<file path="src/logic/timer_pkg.sv">
// Constants shared by the timer channel: register map, field positions, codes, reset values
package timer_pkg;
	// Register offsets within one channel's window
	localparam logic [5:0] OFS_COMMAND = 6'h00;
	localparam logic [5:0] OFS_MODE    = 6'h04;
	localparam logic [5:0] OFS_COUNT   = 6'h10;
	localparam logic [5:0] OFS_REG_A   = 6'h14;
	localparam logic [5:0] OFS_REG_B   = 6'h18;
	localparam logic [5:0] OFS_REG_C   = 6'h1C;
	// Channel windows repeat at this stride; this instance answers for one index
	localparam logic [7:0] CHANNEL_STRIDE = 8'h40;
	localparam logic [1:0] CHANNEL_INDEX  = 2'h0;
	// Command bit positions
	localparam int CMD_CLOCK_ON  = 0;
	localparam int CMD_CLOCK_OFF = 1;
	localparam int CMD_SOFT_TRIG = 2;
	// Mode fields shared by both layouts
	localparam int MODE_CLOCK_SOURCE = 0;
	localparam int MODE_EDGE_INVERT  = 3;
	localparam int MODE_GATE_SELECT  = 4;
	localparam int MODE_WAVE         = 15;
	// Capture layout
	localparam int CAP_HALT_ON_B     = 6;
	localparam int CAP_DISABLE_ON_B  = 7;
	localparam int CAP_TRIGGER_EDGE  = 8;
	localparam int CAP_TRIGGER_LINE  = 10;
	localparam int CAP_MATCH_RESTART = 14;
	localparam int CAP_A_LOAD_EDGE   = 16;
	localparam int CAP_B_LOAD_EDGE   = 18;
	// Waveform layout
	localparam int WAV_HALT_ON_C     = 6;
	localparam int WAV_DISABLE_ON_C  = 7;
	localparam int WAV_EVENT_EDGE    = 8;
	localparam int WAV_EVENT_SOURCE  = 10;
	localparam int WAV_EVENT_RESTART = 12;
	localparam int WAV_PATTERN       = 13;
	localparam int WAV_A_MATCH_A     = 16;
	localparam int WAV_A_MATCH_C     = 18;
	localparam int WAV_A_EVENT       = 20;
	localparam int WAV_A_SOFT        = 22;
	localparam int WAV_B_MATCH_B     = 24;
	localparam int WAV_B_MATCH_C     = 26;
	localparam int WAV_B_EVENT       = 28;
	localparam int WAV_B_SOFT        = 30;
	// Output effect codes
	localparam logic [1:0] EFFECT_NONE   = 2'h0;
	localparam logic [1:0] EFFECT_SET    = 2'h1;
	localparam logic [1:0] EFFECT_CLEAR  = 2'h2;
	localparam logic [1:0] EFFECT_TOGGLE = 2'h3;
	// Edge select codes
	localparam logic [1:0] EDGE_NONE    = 2'h0;
	localparam logic [1:0] EDGE_RISING  = 2'h1;
	localparam logic [1:0] EDGE_FALLING = 2'h2;
	localparam logic [1:0] EDGE_BOTH    = 2'h3;
	// Prescaler tap for each internal clock (divide by 2, 8, 32, 128, 512)
	localparam logic [3:0] INT_CLOCK_TAP_1 = 4'h0;
	localparam logic [3:0] INT_CLOCK_TAP_2 = 4'h2;
	localparam logic [3:0] INT_CLOCK_TAP_3 = 4'h4;
	localparam logic [3:0] INT_CLOCK_TAP_4 = 4'h6;
	localparam logic [3:0] INT_CLOCK_TAP_5 = 4'h8;
	// Reset values and limits
	localparam logic [31:0] MODE_RESET  = 32'h00000000;
	localparam logic [15:0] COUNT_RESET = 16'h0000;
	localparam logic [15:0] COUNT_TOP   = 16'hFFFF;
	localparam logic [1:0]  HTRANS_NONSEQ = 2'h2;
endpackage : timer_pkg

</file>
<file path="src/logic/timer_channel_control_mode.sv">
// One 16-bit timer channel: command, mode, count and compare registers behind an AHB-Lite slave
//
// Chosen here: register access over AHB-Lite.
`timescale 1ns/10ps
module timer_channel_control_mode (
	// Clock and reset
	input  wire logic        clk,
	input  wire logic        reset,
	// AHB-Lite slave
	input  wire logic        hsel,
	input  wire logic [31:0] haddr,
	input  wire logic [1:0]  htrans,
	input  wire logic        hwrite,
	input  wire logic [2:0]  hsize,
	input  wire logic [31:0] hwdata,
	input  wire logic        hready,
	output logic             hreadyout,
	output logic             hresp,
	output logic [31:0]      hrdata,
	// External clock inputs
	input  wire logic        extClockIn0,
	input  wire logic        extClockIn1,
	input  wire logic        extClockIn2,
	// Line A
	input  wire logic        ioLineAIn,
	output logic             ioLineAOut,
	output logic             ioLineAOe,
	// Line B
	input  wire logic        ioLineBIn,
	output logic             ioLineBOut,
	output logic             ioLineBOe
);
	logic [31:0] modeReg;        // Mode register
	logic [15:0] liveCount;      // Counter value
	logic [15:0] regA;           // Compare/capture A
	logic [15:0] regB;           // Compare/capture B
	logic [15:0] regC;           // Compare C
	logic        countDown;      // Direction in up/down patterns
	logic        clkEnabled;     // Counter clock enabled
	logic        clkStopped;     // Counter clock stopped until trigger
	logic [15:0] prescale;       // Free-running internal clock divider
	logic        prevClkLevel;   // Previous gated clock level
	logic        prevLineA;      // Previous line A level
	logic        prevLineB;      // Previous line B level
	logic [2:0]  prevExt;        // Previous external clock levels
	logic        wrPending;      // Write data phase in progress
	logic [5:0]  wrOffset;       // Offset latched in address phase
	logic        next_lineA;     // Next line A output level
	logic        next_lineB;     // Next line B output level

	// Edge match against a two-bit edge select code
	function automatic logic edgeHit(input logic [1:0] sel, input logic prev, input logic cur);
		case (sel)
			timer_pkg::EDGE_RISING:  edgeHit = !prev && cur;
			timer_pkg::EDGE_FALLING: edgeHit = prev && !cur;
			timer_pkg::EDGE_BOTH:    edgeHit = prev != cur;
			default:                 edgeHit = 1'b0;
		endcase
	endfunction : edgeHit

	// Output effect code applied to a level
	function automatic logic applyEffect(input logic cur, input logic [1:0] code);
		case (code)
			timer_pkg::EFFECT_SET:    applyEffect = 1'b1;
			timer_pkg::EFFECT_CLEAR:  applyEffect = 1'b0;
			timer_pkg::EFFECT_TOGGLE: applyEffect = !cur;
			default:                  applyEffect = cur;
		endcase
	endfunction : applyEffect

	// Mode fields; the wave bit decides which layout applies
	logic       waveMode;
	logic       captureMode;
	logic [2:0] countClockSource;
	logic       countEdgeInvert;
	logic [1:0] gateSelect;
	assign waveMode         = modeReg[timer_pkg::MODE_WAVE];
	assign captureMode      = !waveMode;
	assign countClockSource = modeReg[timer_pkg::MODE_CLOCK_SOURCE +: 3];
	assign countEdgeInvert  = modeReg[timer_pkg::MODE_EDGE_INVERT];
	assign gateSelect       = modeReg[timer_pkg::MODE_GATE_SELECT +: 2];
	logic [1:0] patternSelect;
	logic       patternUpDown;
	logic       patternAuto;
	logic [1:0] eventSourceSelect;
	assign patternSelect     = modeReg[timer_pkg::WAV_PATTERN +: 2];
	assign patternUpDown     = waveMode && patternSelect[0];
	assign patternAuto       = patternSelect[1];
	assign eventSourceSelect = modeReg[timer_pkg::WAV_EVENT_SOURCE +: 2];

	// Bus decode; the window index sits above the stride offset bits
	logic addrValid;
	assign addrValid = hsel && hready && htrans[1] && (haddr[7:6] == timer_pkg::CHANNEL_INDEX);
	assign hreadyout = 1'b1;
	assign hresp     = 1'b0;

	// Address phase capture for writes
	always_ff @(posedge clk) begin
		if (reset) begin
			wrPending <= 1'b0;
			wrOffset  <= 6'h00;
		end else begin
			wrPending <= addrValid && hwrite;
			if (addrValid) begin
				wrOffset <= haddr[5:0];
			end
		end
	end

	// Command decode; only bits written as one act
	logic cmdWr;
	logic cmdOn;
	logic cmdOff;
	logic swTrig;
	assign cmdWr  = wrPending && (wrOffset == timer_pkg::OFS_COMMAND);
	assign cmdOn  = cmdWr && hwdata[timer_pkg::CMD_CLOCK_ON];
	assign cmdOff = cmdWr && hwdata[timer_pkg::CMD_CLOCK_OFF];
	assign swTrig = cmdWr && hwdata[timer_pkg::CMD_SOFT_TRIG];

	// Read data, registered at the address phase edge
	always_ff @(posedge clk) begin
		if (reset) begin
			hrdata <= 32'h00000000;
		end else if (addrValid && !hwrite) begin
			case (haddr[5:0])
				timer_pkg::OFS_MODE:  hrdata <= modeReg;
				timer_pkg::OFS_COUNT: hrdata <= {16'h0000, liveCount};
				timer_pkg::OFS_REG_A: hrdata <= {16'h0000, regA};
				timer_pkg::OFS_REG_B: hrdata <= {16'h0000, regB};
				timer_pkg::OFS_REG_C: hrdata <= {16'h0000, regC};
				// Write-only and unmapped read as zero
				default:              hrdata <= 32'h00000000;
			endcase
		end
	end

	// Free-running divider for internal clocks
	always_ff @(posedge clk) begin
		if (reset) begin
			prescale <= 16'h0000;
		end else begin
			prescale <= prescale + 16'h0001;
		end
	end

	logic selClk;
	always_comb begin
		case (countClockSource)
			3'h0:    selClk = prescale[timer_pkg::INT_CLOCK_TAP_1];
			3'h1:    selClk = prescale[timer_pkg::INT_CLOCK_TAP_2];
			3'h2:    selClk = prescale[timer_pkg::INT_CLOCK_TAP_3];
			3'h3:    selClk = prescale[timer_pkg::INT_CLOCK_TAP_4];
			3'h4:    selClk = prescale[timer_pkg::INT_CLOCK_TAP_5];
			3'h5:    selClk = extClockIn0;
			3'h6:    selClk = extClockIn1;
			default: selClk = extClockIn2;
		endcase
	end

	// Optional gating by an external input
	logic gateLevel;
	always_comb begin
		case (gateSelect)
			2'h1:    gateLevel = extClockIn0;
			2'h2:    gateLevel = extClockIn1;
			2'h3:    gateLevel = extClockIn2;
			default: gateLevel = 1'b1;
		endcase
	end

	// Counting edge of the gated clock
	logic clkLevel;
	logic edgeTick;
	logic tick;
	assign clkLevel = selClk && gateLevel;
	assign edgeTick = countEdgeInvert ? (prevClkLevel && !clkLevel) : (!prevClkLevel && clkLevel);
	assign tick     = edgeTick && clkEnabled && !clkStopped;

	// Previous levels for edge detection
	always_ff @(posedge clk) begin
		if (reset) begin
			prevClkLevel <= 1'b0;
			prevLineA    <= 1'b0;
			prevLineB    <= 1'b0;
			prevExt      <= 3'h0;
		end else begin
			prevClkLevel <= clkLevel;
			prevLineA    <= ioLineAIn;
			prevLineB    <= ioLineBIn;
			prevExt      <= {extClockIn2, extClockIn1, extClockIn0};
		end
	end

	// Capture loads; A and B on line A edges
	logic loadA;
	logic loadB;
	assign loadA = captureMode && edgeHit(modeReg[timer_pkg::CAP_A_LOAD_EDGE +: 2], prevLineA, ioLineAIn);
	assign loadB = captureMode && edgeHit(modeReg[timer_pkg::CAP_B_LOAD_EDGE +: 2], prevLineA, ioLineAIn);

	// Capture trigger line and its edge
	logic capLine;
	logic capPrev;
	logic capTrig;
	assign capLine = modeReg[timer_pkg::CAP_TRIGGER_LINE] ? ioLineAIn : ioLineBIn;
	assign capPrev = modeReg[timer_pkg::CAP_TRIGGER_LINE] ? prevLineA : prevLineB;
	assign capTrig = captureMode && edgeHit(modeReg[timer_pkg::CAP_TRIGGER_EDGE +: 2], capPrev, capLine);

	// Waveform event source and its edge
	logic evLine;
	logic evPrev;
	logic extEvent;
	always_comb begin
		case (eventSourceSelect)
			2'h1:    evLine = extClockIn0;
			2'h2:    evLine = extClockIn1;
			2'h3:    evLine = extClockIn2;
			default: evLine = ioLineBIn;
		endcase
		case (eventSourceSelect)
			2'h1:    evPrev = prevExt[0];
			2'h2:    evPrev = prevExt[1];
			2'h3:    evPrev = prevExt[2];
			default: evPrev = prevLineB;
		endcase
	end
	assign extEvent = waveMode && edgeHit(modeReg[timer_pkg::WAV_EVENT_EDGE +: 2], evPrev, evLine);

	// Compare matches at a counting edge
	logic matchA;
	logic matchB;
	logic matchC;
	assign matchA = tick && (liveCount == regA);
	assign matchB = tick && (liveCount == regB);
	assign matchC = tick && (liveCount == regC);

	// Trigger sources
	logic trigger;
	always_comb begin
		trigger = swTrig || capTrig;
		// External event restarts only when enabled
		if (extEvent && modeReg[timer_pkg::WAV_EVENT_RESTART]) begin
			trigger = 1'b1;
		end
		if (captureMode && modeReg[timer_pkg::CAP_MATCH_RESTART] && matchC) begin
			trigger = 1'b1;
		end
		if (waveMode && patternAuto && !patternSelect[0] && matchC) begin
			trigger = 1'b1;
		end
	end

	// Clock disable and stop events
	logic disableEvt;
	logic stopEvt;
	assign disableEvt = cmdOff
		|| (captureMode && modeReg[timer_pkg::CAP_DISABLE_ON_B] && loadB)
		|| (waveMode && modeReg[timer_pkg::WAV_DISABLE_ON_C] && matchC);
	assign stopEvt = (captureMode && modeReg[timer_pkg::CAP_HALT_ON_B] && loadB)
		|| (waveMode && modeReg[timer_pkg::WAV_HALT_ON_C] && matchC);

	// Clock enable state
	always_ff @(posedge clk) begin
		if (reset) begin
			clkEnabled <= 1'b0;
		end else if (disableEvt) begin
			clkEnabled <= 1'b0;
		end else if (cmdOn) begin
			clkEnabled <= 1'b1;
		end
	end

	// Clock stop state
	always_ff @(posedge clk) begin
		if (reset) begin
			clkStopped <= 1'b0;
		// Stop on load B or match C
		end else if (stopEvt) begin
			clkStopped <= 1'b1;
		end else if (trigger) begin
			clkStopped <= 1'b0;
		end
	end

	// Counter and direction
	logic [15:0] turnTop;
	assign turnTop = patternAuto ? regC : timer_pkg::COUNT_TOP;
	always_ff @(posedge clk) begin
		if (reset) begin
			liveCount <= timer_pkg::COUNT_RESET;
			countDown <= 1'b0;
		end else if (trigger) begin
			if (patternUpDown) begin
				countDown <= !countDown;
			end else begin
				liveCount <= timer_pkg::COUNT_RESET;
				countDown <= 1'b0;
			end
		end else if (tick) begin
			if (patternUpDown) begin
				// Turn at the top and at zero
				if (!countDown && (liveCount == turnTop)) begin
					countDown <= 1'b1;
					liveCount <= liveCount - 16'h0001;
				end else if (countDown && (liveCount == 16'h0000)) begin
					countDown <= 1'b0;
					liveCount <= liveCount + 16'h0001;
				end else if (countDown) begin
					liveCount <= liveCount - 16'h0001;
				end else begin
					liveCount <= liveCount + 16'h0001;
				end
			end else begin
				// Up-only, wraps past the top
				liveCount <= liveCount + 16'h0001;
			end
		end
	end

	// Compare and capture registers
	always_ff @(posedge clk) begin
		if (reset) begin
			modeReg <= timer_pkg::MODE_RESET;
			regA    <= timer_pkg::COUNT_RESET;
			regB    <= timer_pkg::COUNT_RESET;
			regC    <= timer_pkg::COUNT_RESET;
		end else begin
			if (wrPending && (wrOffset == timer_pkg::OFS_MODE)) begin
				modeReg <= hwdata;
			end
			if (wrPending && (wrOffset == timer_pkg::OFS_REG_C)) begin
				regC <= hwdata[15:0];
			end
			// A and B written only in waveform
			if (loadA) begin
				regA <= liveCount;
			end else if (waveMode && wrPending && (wrOffset == timer_pkg::OFS_REG_A)) begin
				regA <= hwdata[15:0];
			end
			if (loadB) begin
				regB <= liveCount;
			end else if (waveMode && wrPending && (wrOffset == timer_pkg::OFS_REG_B)) begin
				regB <= hwdata[15:0];
			end
		end
	end

	// Output effects; soft trigger applied last so it wins
	always_comb begin
		next_lineA = ioLineAOut;
		next_lineB = ioLineBOut;
		if (matchA) begin
			next_lineA = applyEffect(next_lineA, modeReg[timer_pkg::WAV_A_MATCH_A +: 2]);
		end
		if (matchB) begin
			next_lineB = applyEffect(next_lineB, modeReg[timer_pkg::WAV_B_MATCH_B +: 2]);
		end
		if (matchC) begin
			next_lineA = applyEffect(next_lineA, modeReg[timer_pkg::WAV_A_MATCH_C +: 2]);
			next_lineB = applyEffect(next_lineB, modeReg[timer_pkg::WAV_B_MATCH_C +: 2]);
		end
		if (extEvent) begin
			next_lineA = applyEffect(next_lineA, modeReg[timer_pkg::WAV_A_EVENT +: 2]);
			next_lineB = applyEffect(next_lineB, modeReg[timer_pkg::WAV_B_EVENT +: 2]);
		end
		if (swTrig) begin
			next_lineA = applyEffect(next_lineA, modeReg[timer_pkg::WAV_A_SOFT +: 2]);
			next_lineB = applyEffect(next_lineB, modeReg[timer_pkg::WAV_B_SOFT +: 2]);
		end
	end

	// Output line registers, held in capture mode
	always_ff @(posedge clk) begin
		if (reset) begin
			ioLineAOut <= 1'b0;
			ioLineBOut <= 1'b0;
		end else if (waveMode) begin
			ioLineAOut <= next_lineA;
			// Line B as input makes no waveform
			if (eventSourceSelect != 2'h0) begin
				ioLineBOut <= next_lineB;
			end
		end
	end

	// Drive enables
	assign ioLineAOe = waveMode;
	assign ioLineBOe = waveMode && (eventSourceSelect != 2'h0);

	a_soft_trig_zero: assert property (@(posedge clk) disable iff (reset)
		swTrig && !patternUpDown |=> liveCount == 16'h0000) else $error("soft trigger did not zero count");
	a_clock_off_wins: assert property (@(posedge clk) disable iff (reset)
		cmdOff |=> !clkEnabled) else $error("clock off command ignored");
	a_clock_on_cmd: assert property (@(posedge clk) disable iff (reset)
		cmdOn && !disableEvt |=> clkEnabled) else $error("clock on command ignored");
	a_zero_cmd_inert: assert property (@(posedge clk) disable iff (reset)
		cmdWr && (hwdata[2:0] == 3'h0) && !disableEvt |=> $stable(clkEnabled)) else $error("zero command acted");
	a_b_load_value: assert property (@(posedge clk) disable iff (reset)
		loadB |=> regB == $past(liveCount)) else $error("register B capture wrong");
	a_b_load_halt: assert property (@(posedge clk) disable iff (reset)
		loadB && modeReg[timer_pkg::CAP_HALT_ON_B] |=> clkStopped ##1 (!tick || $past(trigger)))
		else $error("B load did not stop clock");
	a_up_step: assert property (@(posedge clk) disable iff (reset)
		tick && !trigger && !patternUpDown |=> liveCount == $past(liveCount) + 16'h0001) else $error("count step wrong");
	a_top_turn: assert property (@(posedge clk) disable iff (reset)
		tick && !trigger && patternUpDown && !countDown && liveCount == turnTop
		|=> countDown && liveCount == $past(turnTop) - 16'h0001) else $error("up/down turn wrong");
	a_count_read: assert property (@(posedge clk) disable iff (reset)
		addrValid && !hwrite && haddr[5:0] == timer_pkg::OFS_COUNT
		|=> hrdata == {16'h0000, $past(liveCount)}) else $error("count read wrong");
	a_a_read_only: assert property (@(posedge clk) disable iff (reset)
		captureMode && !loadA |=> $stable(regA)) else $error("register A changed in capture");
	a_line_b_input: assert property (@(posedge clk) disable iff (reset)
		eventSourceSelect == 2'h0 |-> !ioLineBOe ##1 $stable(ioLineBOut)) else $error("line B driven as input");
	a_match_c_off: assert property (@(posedge clk) disable iff (reset)
		matchC && waveMode && modeReg[timer_pkg::WAV_DISABLE_ON_C] |=> !clkEnabled ##1 (!clkEnabled || $past(cmdOn)))
		else $error("match C disable failed");
endmodule : timer_channel_control_mode

</file>
<file path="config.mk">
export PLATFORM = sky130hd
export DESIGN_NAME = timer_channel_control_mode
export DESIGN_NICKNAME = d
export VERILOG_FILES = /design/src/logic/timer_pkg.sv /design/src/logic/timer_channel_control_mode.sv
export SDC_FILE = /design/constraint.sdc
export NUM_CORES = 1
export LEC_CHECK = 0
export ABC_CLOCK_PERIOD_IN_PS = 4600
export BUFFER_PORTS_ARGS = -buffer_cell sky130_fd_sc_hd__buf_2
export CORE_ASPECT_RATIO = 2
export CORE_MARGIN = 10
export CORE_UTILIZATION = 42
export CTS_BUF_LIST = sky130_fd_sc_hd__clkbuf_8 sky130_fd_sc_hd__clkbuf_16
export CTS_CLUSTER_DIAMETER = 30
export DETAILED_ROUTE_END_ITERATION = 10
export PLACE_DENSITY = 0.58
export SLEW_MARGIN = 20
export SYNTH_ARGS = -nofsm -noshare
export SYNTH_HDL_FRONTEND = slang
export SYNTH_SLANG_ARGS = --single-unit
</file>
<file path="constraint.sdc">
create_clock -name clk -period 4.6 [get_ports clk]
set_clock_uncertainty 0.15 [all_clocks]
set_input_delay 0.69 -clock clk [delete_from_list [all_inputs] [get_ports clk]]
set_output_delay 0.69 -clock clk [all_outputs]
set_load 0.02 [all_outputs]
</file>
== Word level (Yosys, flattened, before mapping) ==
Cells that the tools add are included.
W data, S select, Z words.

* $add $sub $neg: 3
* Eq/ne operators: 56
* Mux-type cells: 51
* Reduce and logical (&&, ||, !) cells: 90

{| class="wikitable"
|+ Operator list
! kind !! number
|-
| $mux W16 || 12
|-
| $pmux W32 S5 || 1
|-
| $eq A16 B16 Y1 || 4
|-
| $logic_and A1 B1 Y1 || 50
|-
| $pmux W1 S3 || 15
|-
| $eq A2 B2 Y1 const B || 22
|-
| $eq A6 B5 Y1 const B || 7
|-
| $add A16 B1 Y16 const B || 2
|-
| $eq A2 B1 Y1 const B || 11
|-
| $mux W1 || 22
|-
| $logic_not A1 Y1 || 21
|-
| $logic_not A16 Y1 || 1
|-
| $sub A16 B1 Y16 const B || 1
|-
| $eq A6 B3 Y1 const B || 2
|-
| $reduce_bool A2 Y1 || 6
|-
| $eq A3 B3 Y1 const B || 3
|-
| $pmux W1 S7 || 1
|-
| $eq A3 B2 Y1 const B || 2
|-
| $logic_not A6 Y1 || 1
|-
| $logic_or A1 B1 Y1 || 4
|-
| $reduce_and A2 Y1 || 2
|-
| $eq A3 B1 Y1 const B || 1
|-
| $logic_not A3 Y1 || 1
|-
| $ne A1 B1 Y1 || 3
|-
| other kinds (5) || 5
|}

* Bits in registers: 162
* Bits of input ports: 79
* Output and inout bits: 38

== Logic depth before layout (Yosys ltp) ==
Gate-level depths: netlist of the first run.

* Word-level depth: 19
* Mapped depth: 14
* Depth with buffers taken out: 12

== Least setup slack after synthesis of the first run ==
No wires, ideal clock.

* Path type: input port to flip-flop
* Start: input port extClockIn2
* End: register liveCount[11]
* Setup time: 0.087 ns
* Data arrival time: 3.164 ns
* Required time: 4.363 ns
* Setup slack: 1.199 ns
* Cell stages on the path: 11
* Cell sequence: mux4_2 > ha_1 > nand2_1 > o211ai_1 > a21boi_0 > a21oi_1 > o21ai_1 > o22a_2 > nand2_1 > or4_1 > o31ai_1

* Cells in the longest elaborated chain, start to end: 13

{| class="wikitable"
|+ RTL lines
! item !! RTL line !! text
|-
| from (decl) || timer_channel_control_mode.sv:23 || <nowiki>input wire logic extClockIn2,</nowiki>
|-
| $pmux W1 S7 or $pmux W1 S3 (tied branches) || timer_channel_control_mode.sv:148, timer_channel_control_mode.sv:163 ||
|-
| $logic_and A1 B1 Y1 || timer_channel_control_mode.sv:175 || <nowiki>assign clkLevel = selClk && gateLevel;</nowiki>
|-
| $logic_not A1 Y1 || timer_channel_control_mode.sv:176 || <nowiki>assign edgeTick = countEdgeInvert ? (prevClkLevel && !clkLevel) : (!prevClkLevel && clkLevel);</nowiki>
|-
| $logic_and A1 B1 Y1 || timer_channel_control_mode.sv:176 ||
|-
| $mux W1 || timer_channel_control_mode.sv:176 ||
|-
| $logic_and A1 B1 Y1 (2 in series) || timer_channel_control_mode.sv:177 || <nowiki>assign tick = edgeTick && clkEnabled && !clkStopped;</nowiki>
|-
| $logic_and A1 B1 Y1 || timer_channel_control_mode.sv:234 || <nowiki>assign matchC = tick && (liveCount == regC);</nowiki>
|-
| $logic_and A1 B1 Y1 || timer_channel_control_mode.sv:244 || <nowiki>if (captureMode && modeReg[timer_pkg::CAP_MATCH_RESTART] && matchC) begin</nowiki>
|-
| $mux W1 || timer_channel_control_mode.sv:244 ||
|-
| $mux W1 || timer_channel_control_mode.sv:247 || <nowiki>if (waveMode && patternAuto && !patternSelect[0] && matchC) begin</nowiki>
|-
| $ne A2 B2 Y1 (no source line) or $reduce_bool A2 Y1 (tied branches) || -- ||
|-
| $reduce_and A2 Y1 (no source line) || -- ||
|-
| to (signal assigned) || timer_channel_control_mode.sv:289 || <nowiki>liveCount <= timer_pkg::COUNT_RESET;</nowiki>
|-
| to (signal assigned) || timer_channel_control_mode.sv:295 || <nowiki>liveCount <= timer_pkg::COUNT_RESET;</nowiki>
|-
| to (signal assigned) || timer_channel_control_mode.sv:303 || <nowiki>liveCount <= liveCount - 16'h0001;</nowiki>
|-
| to (decl) || timer_channel_control_mode.sv:34 || <nowiki>logic [15:0] liveCount;</nowiki>
|}

Parallel ways exist; a longest one is shown, timed or not.
A chain may end at the register's enable or synchronous reset.

== Final worst setup path of the first run ==
* Start: register modeReg[11]
* End: register liveCount[11]

* Cells in the longest elaborated chain, start to end: 12

{| class="wikitable"
|+ RTL lines
! item !! RTL line !! text
|-
| from (decl) || timer_channel_control_mode.sv:33 || <nowiki>logic [31:0] modeReg;</nowiki>
|-
| from (signal assigned) || timer_channel_control_mode.sv:322 || <nowiki>modeReg <= timer_pkg::MODE_RESET;</nowiki>
|-
| from (signal assigned) || timer_channel_control_mode.sv:328 || <nowiki>modeReg <= hwdata;</nowiki>
|-
| $eq A2 B2 Y1 or $eq A2 B1 Y1 (tied branches) || timer_channel_control_mode.sv:213, timer_channel_control_mode.sv:219 ||
|-
| $pmux W1 S3, on equally long branches || timer_channel_control_mode.sv:213, timer_channel_control_mode.sv:219 ||
|-
| $logic_not A1 Y1, on equally long branches || timer_channel_control_mode.sv:55, timer_channel_control_mode.sv:54 ||
|-
| $logic_and A1 B1 Y1, on equally long branches || timer_channel_control_mode.sv:55, timer_channel_control_mode.sv:54 ||
|-
| $pmux W1 S3 (*) || timer_channel_control_mode.sv:53 || <nowiki>case (sel)</nowiki>
|-
| $logic_and A1 B1 Y1 (*) || timer_channel_control_mode.sv:226 || <nowiki>assign extEvent = waveMode && edgeHit(modeReg[timer_pkg::WAV_EVENT_EDGE +: 2], evPrev, evLine);</nowiki>
|-
| $logic_and A1 B1 Y1 (*) || timer_channel_control_mode.sv:241 || <nowiki>if (extEvent && modeReg[timer_pkg::WAV_EVENT_RESTART]) begin</nowiki>
|-
| $mux W1 (*) || timer_channel_control_mode.sv:241 ||
|-
| $mux W1 (*) || timer_channel_control_mode.sv:244 ||
|-
| $mux W1 (*) || timer_channel_control_mode.sv:247 ||
|-
| $ne A2 B2 Y1 (no source line) or $reduce_bool A2 Y1 (tied branches) || -- ||
|-
| $reduce_and A2 Y1 (no source line) || -- ||
|}

Mark *: on every way between the ends. The rest lies on a longest branch, timed or not.

==> flow_summary.json, run 1 <==
{
  "status": "complete, no violations",
  "cts.htree.levels": 4,
  "fin_crit_ns": 3.72,
  "ys_seq_elements": 155,
  "final_area_mm2": 0.00956,
  "cts_resized": 0,
  "drive_above_1_share_pct": 15.5,
  "dp.cells": 1339,
  "root_buffer": "clkbuf_16",
  "maxSlewHeadroom_pct": 24.2,
  "fillers": 1909,
  "io_buffers": 86,
  "ys_async_sr_fraction_pct": 0,
  "fin_cells": 1372,
  "synth_nets": 1135,
  "ant_nets": 0,
  "hold_violations": 0,
  "ys_types": 71,
  "ys.flop_type": "dfxtp_1",
  "yosysSeqAreaShare_pct": 37.5,
  "tightestPinTransition_ns": 1.13,
  "antenna_found_initial": 1,
  "vias": 8023,
  "gr-usage-all-layers_pct": 22.6,
  "place_congestion": 0.965,
  "critical_path_class": "reg2reg",
  "tns_ns": 0,
  "synth_edf_count": 0,
  "cts_hold_buf": 0,
  "hpwl_um": 21700,
  "cts_made_buffers": 17,
  "gr-total-overflow": 0,
  "post-cts-setup-buffer-count": 0,
  "synth.top_cells.by_count": "dfxtp_1, nand2_1, a21oi_1",
  "core_mm2": 0.0194,
  "cp_slowest_cell": "mux4_2",
  "grt_start_max_net_pins": 69,
  "io_pins": 117,
  "worst-path-max-fanout": 9,
  "wl_per_cell_um": 21.6,
  "area_growth_pct": 15.6,
  "crit_path_frequent_cell": "nand2_1",
  "drc": 0,
  "cts.sinks": 155,
  "die_height_um": 219,
  "cts_tree": "yes",
  "yosysTopAreaCellShare_pct": 37.5,
  "yosysMostFrequentCell": "dfxtp_1",
  "avgSynthCellArea_um2": 7.90,
  "synth_area_mm2": 0.00828,
  "hold_path_class": "reg2reg",
  "required_ns": 4.80,
  "start_util_pct": 42.7,
  "cap_violations": 0,
  "fmax_mhz": 269,
  "rsz0062_at_grt": "false",
  "yosys-top-cells-area": "dfxtp_1, mux2i_1, nand2_1",
  "period_share_pct": 80.8,
  "cp_cell_sequence": "mux4_2 > inv_1 > ha_1 > nand2_1 > o211ai_1 > a21boi_0 > a21oi_1 > o21ai_1 > o22a_2 > nand2_1 > or4_1 > o31ai_1",
  "synth_cells": 1047,
  "start_kind": "register",
  "grt_pass1_wl_um": 45600,
  "holdWs_ns": 0.305,
  "placed_area_mm2": 0.00896,
  "finalPower_mw": 2.94,
  "setup_viol": 0,
  "vias_per_cell": 5.85,
  "dieWidth_um": 119,
  "rows": 72,
  "final_core_util_pct": 49.4,
  "die-area_mm2": 0.0261,
  "power_density_mw_per_mm2": 307,
  "clk_latency_ns": 0.44,
  "first_pass_iters": 6,
  "cp_slowest_stage_delay_ns": 0.57,
  "grt_pass1_vias": 8027,
  "path_clk_slew_ns": 0.06,
  "max-vdd-ir-drop_mv": 0.258,
  "clockBufferDepth": 2,
  "p_leak_nw": 3.55,
  "cp_data_arrival_time_ns": 3.92,
  "setup_slack_ns": 0.881,
  "first_iter_violations": 678,
  "layout.nets": 1187,
  "endpoint_kind": "register",
  "maxSlewViolCount": 0,
  "routed_wl_um": 29600,
  "synth_warnings": 0,
  "yosys.area.top_type": "dfxtp_1",
  "pre_cts_slack_ns": 0.732
}
==> flip-flops by register name (all words and copies together), names as in the netlist, 3 cells and up <==
register / cells
liveCount: 16
wrOffset: 6
hrdata: 32
regA: 16
prevExt: 3
modeReg: 32
prescale: 9
regB: 16
regC: 16
==> path summary, 6_finish.rpt <==
kind          startpoint            end  slack [ns]  cells past startpoint
max          modeReg[11]  liveCount[11]        0.88                     12
min reg2reg   hrdata[28]     hrdata[28]        0.30                      2
max reg2reg  modeReg[11]  liveCount[11]        0.88                     12
min           hrdata[28]     hrdata[28]        0.30                      2
==> metal layers <==
metal / GRT usage [%] / up-vias / share of wire, %
li1: - / 3802 / -
met1: 22.4 / 3841 / 36
met2: 41.1 / 269 / 53
met3: 4.11 / 111 / 4.0
met4: 16.5 / 0 / 6.7
met5: 0 / - / 0
==> worst max-delay path, delay by kind of cell (launching register included) <==
family          cells  cell delay (ns)
flops               1             0.53
buf+inv             1             0.07
simple gates        3             0.85
mux                 1             0.57
compound gates      6             1.22
fa+ha+maj           1             0.22
==> layout by cell type (no fill, tap or decap), types with 24 or more instances in the layout <==
master / n
buf_2: 85
nand3_1: 33
nand2_1: 153
nand2b_1: 25
o21ai_0: 48
a21oi_1: 114
mux2i_1: 70
nor2_1: 90
buf_4: 29
inv_1: 24
xnor2_1: 36
dfxtp_1: 155
==> power breakdown <==
group | total [mW] | switching (mW) | internal [mW]
Sequential | 1.35 | 0.00517 | 1.35
Combinational | 0.123 | 0.0838 | 0.0397
Clock | 1.46 | 0.585 | 0.874
Total | 2.94 | 0.674 | 2.26
==> kinds of logic (layout without fill, tap and decap cells) <==
| family | count (synthesis) | in the layout | share of synthesized area [%] |
|---|---|---|---|
| mux | 74 | 74 | 9.28 |
| other cells | 2 | 3 | 0.0908 |
| compound gates | 253 | 253 | 18.9 |
| fa+ha+maj | 9 | 9 | 1.36 |
| xor+xnor | 39 | 39 | 4.13 |
| flops | 155 | 155 | 37.5 |
| simple gates | 411 | 411 | 23.7 |
| buf+inv | 104 | 169 | 5.10 |
==> cell type report <==
class / count / area, µm² / share of cell area, %
clock buffer: 19 / 453 / 4.74
sequential: 155 / 3100 / 32.4
antenna: 1 / 2.50 / 0.0262
timing repair buffer: 115 / 663 / 6.93
tap: 259 / 324 / 3.39
inverter: 22 / 82.6 / 0.863
clock inverter: 13 / 151 / 1.58
multi-input combinational: 788 / 4780 / 50.0
Power figures use the tool's default switching activity.
==> inputs of run 2 (changes only) <==
--- a/config.mk
+++ b/config.mk
@@ -5,7 +5,8 @@
 export SDC_FILE = /design/constraint.sdc
 export NUM_CORES = 1
 export LEC_CHECK = 0
-export ABC_CLOCK_PERIOD_IN_PS = 4600
+export ABC_AREA = 1
+export ABC_CLOCK_PERIOD_IN_PS = 3200
 export BUFFER_PORTS_ARGS = -buffer_cell sky130_fd_sc_hd__buf_2
 export CORE_ASPECT_RATIO = 2
 export CORE_MARGIN = 10
@@ -13,7 +14,7 @@
 export CTS_BUF_LIST = sky130_fd_sc_hd__clkbuf_8 sky130_fd_sc_hd__clkbuf_16
 export CTS_CLUSTER_DIAMETER = 30
 export DETAILED_ROUTE_END_ITERATION = 10
-export PLACE_DENSITY = 0.58
+export PLACE_DENSITY = 0.59
 export SLEW_MARGIN = 20
 export SYNTH_ARGS = -nofsm -noshare
 export SYNTH_HDL_FRONTEND = slang
==> constraint.sdc (replaced) <==
create_clock -name clk -period 3.2 [get_ports clk]
set_clock_uncertainty 0.15 [all_clocks]
set_input_delay 0.48 -clock clk [delete_from_list [all_inputs] [get_ports clk]]
set_output_delay 0.48 -clock clk [all_outputs]
set_load 0.02 [all_outputs]
==> run 2 against run 1 <==
Design area up 11%. Synthesized area up 10%. Routed wire length up 17%. Non-clock buffer count up 31. Global-route usage up 1.8 points. Power up 43%. Worst hold slack worse by 0.17 ns. Clock-buffer cell count down 2. Utilization about the same. Sequential share of layout area down 3.2 points. Sequential cell count unchanged. Critical endpoint is now liveCount[9]. Highest routed layer is now met5.
==> flow_summary.json, run 2 <==
{
  "status": "complete, no violations",
  "min_path_cells": 3,
  "pre_cts_slack_ns": 0.0768,
  "hold_violations": 0,
  "cp_cell_sequence": "inv_1 > nor3_1 > a311oi_1 > nand2_1 > ha_1 > o211ai_1 > nand2_1 > nor2_1 > o21ai_0 > inv_1 > nor2_2 > inv_2 > nand2_2 > inv_1 > a21oi_1 > nor2_1",
  "drive_above_1_share_pct": 14.6,
  "drc": 0,
  "antenna_cells": 0,
  "start_util_pct": 42.4,
  "cp.depth": 16,
  "p_int_mw": 3.16,
  "area_growth_pct": 16.5,
  "hpwl_um": 27200,
  "cap_violations": 0,
  "rsz0062_at_grt": "false",
  "io_buffers": 86,
  "cp_slowest_stage_delay_ns": 0.36,
  "clkPwrFrac_pct": 49.1,
  "maxSlewHeadroom_pct": 48.3,
  "synth_area_mm2": 0.00912,
  "cp_slowest_cell": "dfxtp_2",
  "final_area_mm2": 0.0106,
  "cp_data_arrival_time_ns": 3.09,
  "start_kind": "register",
  "dieWidth_um": 124,
  "yosys-top-cells-area": "dfxtp_1, nand2_1, a21oi_1",
  "placed_area_mm2": 0.0100,
  "endpoint_kind": "register",
  "ys.flop_type": "dfxtp_1",
  "synth_warnings": 0,
  "yosysTopAreaCellShare_pct": 34.0,
  "max-vdd-ir-drop_mv": 0.384,
  "final_cell_mix": "nand2_1, a21oi_1, dfxtp_1",
  "p_leak_nw": 4.46,
  "yosysSeqAreaShare_pct": 34.0,
  "place_congestion": 1.01,
  "ys_async_sr_fraction_pct": 0,
  "synth_edf_count": 0,
  "routed_wl_um": 34700,
  "gr-total-overflow": 0,
  "ys_seq_elements": 155,
  "cts.htree.levels": 4,
  "r2r_setup_slack_ns": 0.29,
  "cts_tree": "yes",
  "tns_ns": 0,
  "setup_slack_ns": 0.290,
  "rows": 76,
  "grt_start_max_net_pins": 74,
  "layout.nets": 1585,
  "die_height_um": 228,
  "crit_family": "simple AND/OR/NAND/NOR gates",
  "path_clk_slew_ns": 0.06,
  "switching_share_pct": 25.0,
  "cts_hold_buf": 0,
  "r2r_cells": 16,
  "grt_pass1_wl_um": 53200,
  "synth_cells": 1408,
  "vias_per_cell": 5.54,
  "worst-path-max-fanout": 13,
  "die-area_mm2": 0.0284,
  "grt_pass1_vias": 9722,
  "seqPwrFrac_pct": 46.2,
  "power_density_mw_per_mm2": 397,
  "final_common_cell": "nand2_1",
  "pwr-share-comb_pct": 4.7,
  "io_pins": 117,
  "antenna_found_initial": 2,
  "root_buffer": "clkbuf_16",
  "ant_nets": 0,
  "fin_crit_ns": 2.91,
  "critical_path_class": "reg2reg",
  "core_mm2": 0.0215,
  "cts_made_buffers": 17,
  "first_iter_violations": 667,
  "hold_path_class": "in2reg",
  "critical_path_buf_inv_count": 4,
  "clockBufferDepth": 2,
  "avgSynthCellArea_um2": 6.48,
  "fillers": 2329,
  "crit_path_frequent_cell": "inv_1",
  "vias": 9886,
  "first_pass_iters": 5,
  "power_switching_mw": 1.05,
  "gr-usage-all-layers_pct": 24.4,
  "tightestPinTransition_ns": 0.773,
  "clk_latency_ns": 0.44,
  "yosysMostFrequentCell": "nand2_1",
  "fmax_mhz": 344,
  "required_ns": 3.38,
  "setup_viol": 0,
  "cts.sinks": 155,
  "wl_per_cell_um": 19.4,
  "ys_types": 46,
  "period_share_pct": 90.9,
  "yosys.area.top_type": "dfxtp_1",
  "synth_nets": 1496,
  "maxSlewViolCount": 0,
  "synth.top_cells.by_count": "nand2_1, dfxtp_1, a21oi_1, nor2_1, inv_1",
  "top_regs": "hrdata (32), modeReg (32)"
}
[run 2: worst paths after layout]
kind                  endpoint        start
setup / recovery  liveCount[9]  modeReg[10]
hold / removal       prevLineB    ioLineBIn
setup reg to reg  liveCount[9]  modeReg[10]
hold reg to reg    wrOffset[5]  wrOffset[5]
[run 2: area by class of cell]
| type | count | area (µm²) | area share (%) |
|---|---|---|---|
| clock inverters | 15 | 168 | 1.58 |
| well taps | 273 | 342 | 3.22 |
| repair buffers | 146 | 893 | 8.41 |
| clock buffers | 17 | 425 | 4.01 |
| multi-input cells | 1019 | 5090 | 48.0 |
| flip-flops and latches | 155 | 3110 | 29.2 |
| inverters | 158 | 593 | 5.58 |
[run 2: per-stage QoR]
stage	util, %	hold slack, ns	power (mW)	instances
floorplan	-	0.279	2.09	1408
global placement	46.6	0.289	2.19	1751
detailed placement	46.6	0.302	2.19	1751
CTS	49.4	0.118	4.24	1783
global route	49.4	0.133	4.33	1783
finish	49.4	0.131	4.22	1783
[run 2: metal layers]
layer / vias up / share of wire, % / track usage [%]
li1: 4841 / - / -
met1: 4560 / 33 / 22.5
met2: 356 / 55 / 45.7
met3: 125 / 4.5 / 4.50
met4: 4 / 6.9 / 16.0
met5: - / 0.061 / 0
[run 2: power by group through the flow]
stage	sequential (mW)	clock [mW]	combinational [mW]
global placement	1.99	0	0.196
floorplan	1.99	0	0.101
global route	1.95	2.17	0.216
detailed placement	1.99	0	0.196
finish	1.95	2.07	0.198
CTS	1.95	2.09	0.197
[run 2: repair_timing]
action	in CTS	in global routing
setup buffers	0	0
endpoints found under the hold margin	0	0
resized for setup	0	3
endpoints found under the setup margin	0	11
[run 2: cell families after synthesis]
| family | count (synthesis) | synth area share [%] |
|---|---|---|
| xor+xnor | 47 | 4.51 |
| fa+ha+maj | 9 | 1.24 |
| mux | 1 | 0.110 |
| buf+inv | 234 | 10.4 |
| simple gates | 593 | 27.8 |
| compound gates | 367 | 21.8 |
| flops | 155 | 34.0 |
| other cells | 2 | 0.0824 |
[run 2: worst reg2reg max path, cell delays in order (launching register included)]
cell and delay (ns):
dfxtp_2 0.36, inv_1 0.14, nor3_1 0.07, a311oi_1 0.24, nand2_1 0.11, ha_1 0.29
o211ai_1 0.10, nand2_1 0.14, nor2_1 0.06, o21ai_0 0.27, inv_1 0.12, nor2_2 0.13
inv_2 0.05, nand2_2 0.23, inv_1 0.16, a21oi_1 0.15, nor2_1 0.05
==> inputs of run 3 (changes only) <==
--- a/config.mk
+++ b/config.mk
@@ -10,11 +10,11 @@
 export BUFFER_PORTS_ARGS = -buffer_cell sky130_fd_sc_hd__buf_2
 export CORE_ASPECT_RATIO = 2
 export CORE_MARGIN = 10
-export CORE_UTILIZATION = 42
+export CORE_UTILIZATION = 45
 export CTS_BUF_LIST = sky130_fd_sc_hd__clkbuf_8 sky130_fd_sc_hd__clkbuf_16
 export CTS_CLUSTER_DIAMETER = 30
 export DETAILED_ROUTE_END_ITERATION = 10
-export PLACE_DENSITY = 0.59
+export PLACE_DENSITY = 0.63
 export SLEW_MARGIN = 20
 export SYNTH_ARGS = -nofsm -noshare
 export SYNTH_HDL_FRONTEND = slang
==> run 3 against run 2 <==
Routed wire length fell by 2.8%. Design area up 0.77%. Highest routed layer is now met4. Clock-buffer cell count increased by 2. Global-route usage up 0.84 points. Clock power grew 3%. Die area is 5.9% lower.
==> flow_summary.json, run 3 (same netlist as run 2, synthesis figures left out) <==
{
  "status": "complete, no violations",
  "antenna_found_initial": 1,
  "die_height_um": 221,
  "tightestPinTransition_ns": 1.04,
  "clockBufferDepth": 2,
  "die-area_mm2": 0.0267,
  "crit_path_frequent_cell": "inv_1",
  "cts.htree.levels": 4,
  "gr-usage-all-layers_pct": 25.2,
  "tns_ns": 0,
  "fillers": 2119,
  "cts_tree": "yes",
  "max-vdd-ir-drop_mv": 0.573,
  "vias_per_cell": 5.58,
  "grt_pass1_wl_um": 53000,
  "finalPower_mw": 4.28,
  "fin_crit_ns": 2.85,
  "cts_made_buffers": 17,
  "required_ns": 3.38,
  "clk_latency_ns": 0.44,
  "first_iter_violations": 645,
  "final_cell_mix": "nand2_1, a21oi_1, nor2_1, dfxtp_1, inv_1",
  "core_mm2": 0.0199,
  "io_buffers": 86,
  "hpwl_um": 26200,
  "rsz0062_at_grt": "false",
  "wl_per_cell_um": 18.9,
  "period_share_pct": 89.0,
  "dieWidth_um": 121,
  "cp_data_arrival_time_ns": 3.02,
  "drc": 0,
  "root_buffer": "clkbuf_16",
  "cap_violations": 0,
  "layout.nets": 1590,
  "hold_path_class": "in2reg",
  "power_density_mw_per_mm2": 400,
  "final_common_cell": "nand2_1",
  "rows": 73,
  "cts.sinks": 155,
  "critical_path_class": "reg2reg",
  "first_pass_iters": 7,
  "io_pins": 117,
  "setup_viol": 0,
  "start_kind": "register",
  "maxSlewHeadroom_pct": 29.9,
  "cp_cell_sequence": "inv_1 > nor3_1 > a311oi_1 > nand2_1 > ha_1 > o211ai_1 > nand2_1 > nor2_1 > o21ai_0 > inv_1 > nor2_2 > inv_2 > nand2_2 > inv_1 > a21oi_1 > nor2_1",
  "ant_nets": 0,
  "path_clk_slew_ns": 0.06,
  "gr-total-overflow": 0,
  "maxSlewViolCount": 0,
  "hold_violations": 0,
  "vias": 9927,
  "cp_slowest_stage_delay_ns": 0.36,
  "critical_path_buf_inv_count": 4,
  "cp_slowest_cell": "dfxtp_2",
  "grt_pass1_vias": 10000,
  "drive_above_1_share_pct": 14.9,
  "pre_cts_slack_ns": 0.0600,
  "endpoint_kind": "register",
  "worst-path-max-fanout": 13,
  "top_regs": "hrdata (32), modeReg (32)",
  "cts_hold_buf": 0,
  "place_congestion": 0.966,
  "grt_start_max_net_pins": 98,
  "fmax_mhz": 351,
  "start_util_pct": 45.8,
  "setup_slack_ns": 0.353,
  "area_growth_pct": 17.4,
  "routed_wl_um": 33700,
  "p_leak_nw": 4.52,
  "crit_family": "simple AND/OR/NAND/NOR gates"
}
-- run 3: changes by cell type in the layout (fill, tap and decap cells not counted), moves of 2 or more --
cell,change
buf_12,+2
clkbuf_8,+2
clkinvlp_4,-5
buf_4,+3
-- run 3: final cells by class --
class                   instances  area [µm²]  share of cell area [%]
flip-flops and latches        155        3110                    29.0
clock inverters                13         166                    1.56
inverters                     158         593                    5.54
repair buffers                151         956                    8.93
diodes                          1        2.50                  0.0234
well taps                     262         328                    3.06
clock buffers                  19         453                    4.23
multi-input cells            1019        5100                    47.6
-- run 3: worst paths after layout --
check / cells after the start / to / slack, ns / startpoint
worst max-delay path: 16 / liveCount[9] / 0.35 / modeReg[10]
worst min-delay path: 3 / prevLineB / 0.13 / ioLineBIn
worst max register to register: 16 / liveCount[9] / 0.35 / modeReg[10]
worst min register to register: 2 / wrOffset[5] / 0.31 / wrOffset[5]
-- run 3: worst min-delay path: stages --
cell	delay [ns]
buf_2	0.12
inv_1	0.05
nor2_1	0.03
-- run 3: repair_timing --
item	CTS	global route
endpoints found under the setup margin	0	7
buffers inserted	0	0
gates resized for setup	0	3
-- run 3: metal layers --
metal  wire (µm)  part of all wire (%)  track usage, %  vias to the layer above
met5           0                     0               0                        -
met4        2560                   7.6            19.7                        0
met3        1630                   4.8            4.90                      124
met2       18200                    54            46.6                      346
met1       11300                    34            23.0                     4596
li1            -                     -               -                     4861
-- run 3: per-stage QoR --
step	cells	cell area [µm²]	util, %	hold slack [ns]
after floorplan	1408	9120	-	0.279
after global placement	1745	10100	50.6	0.289
after detailed placement	1745	10100	50.6	0.294
after CTS	1777	10700	53.7	0.121
after global routing	1777	10700	53.7	0.127
final	1778	10700	53.7	0.133
-- run 3: power by group --
part / leakage (nW) / internal, mW / switching (mW) / total (mW)
Sequential: 1.25 / 1.94 / 0.00770 / 1.95
Combinational: 2.97 / 0.0617 / 0.132 / 0.194
Clock: 0.301 / 1.27 / 0.861 / 2.13
Total: 4.52 / 3.28 / 1.00 / 4.28
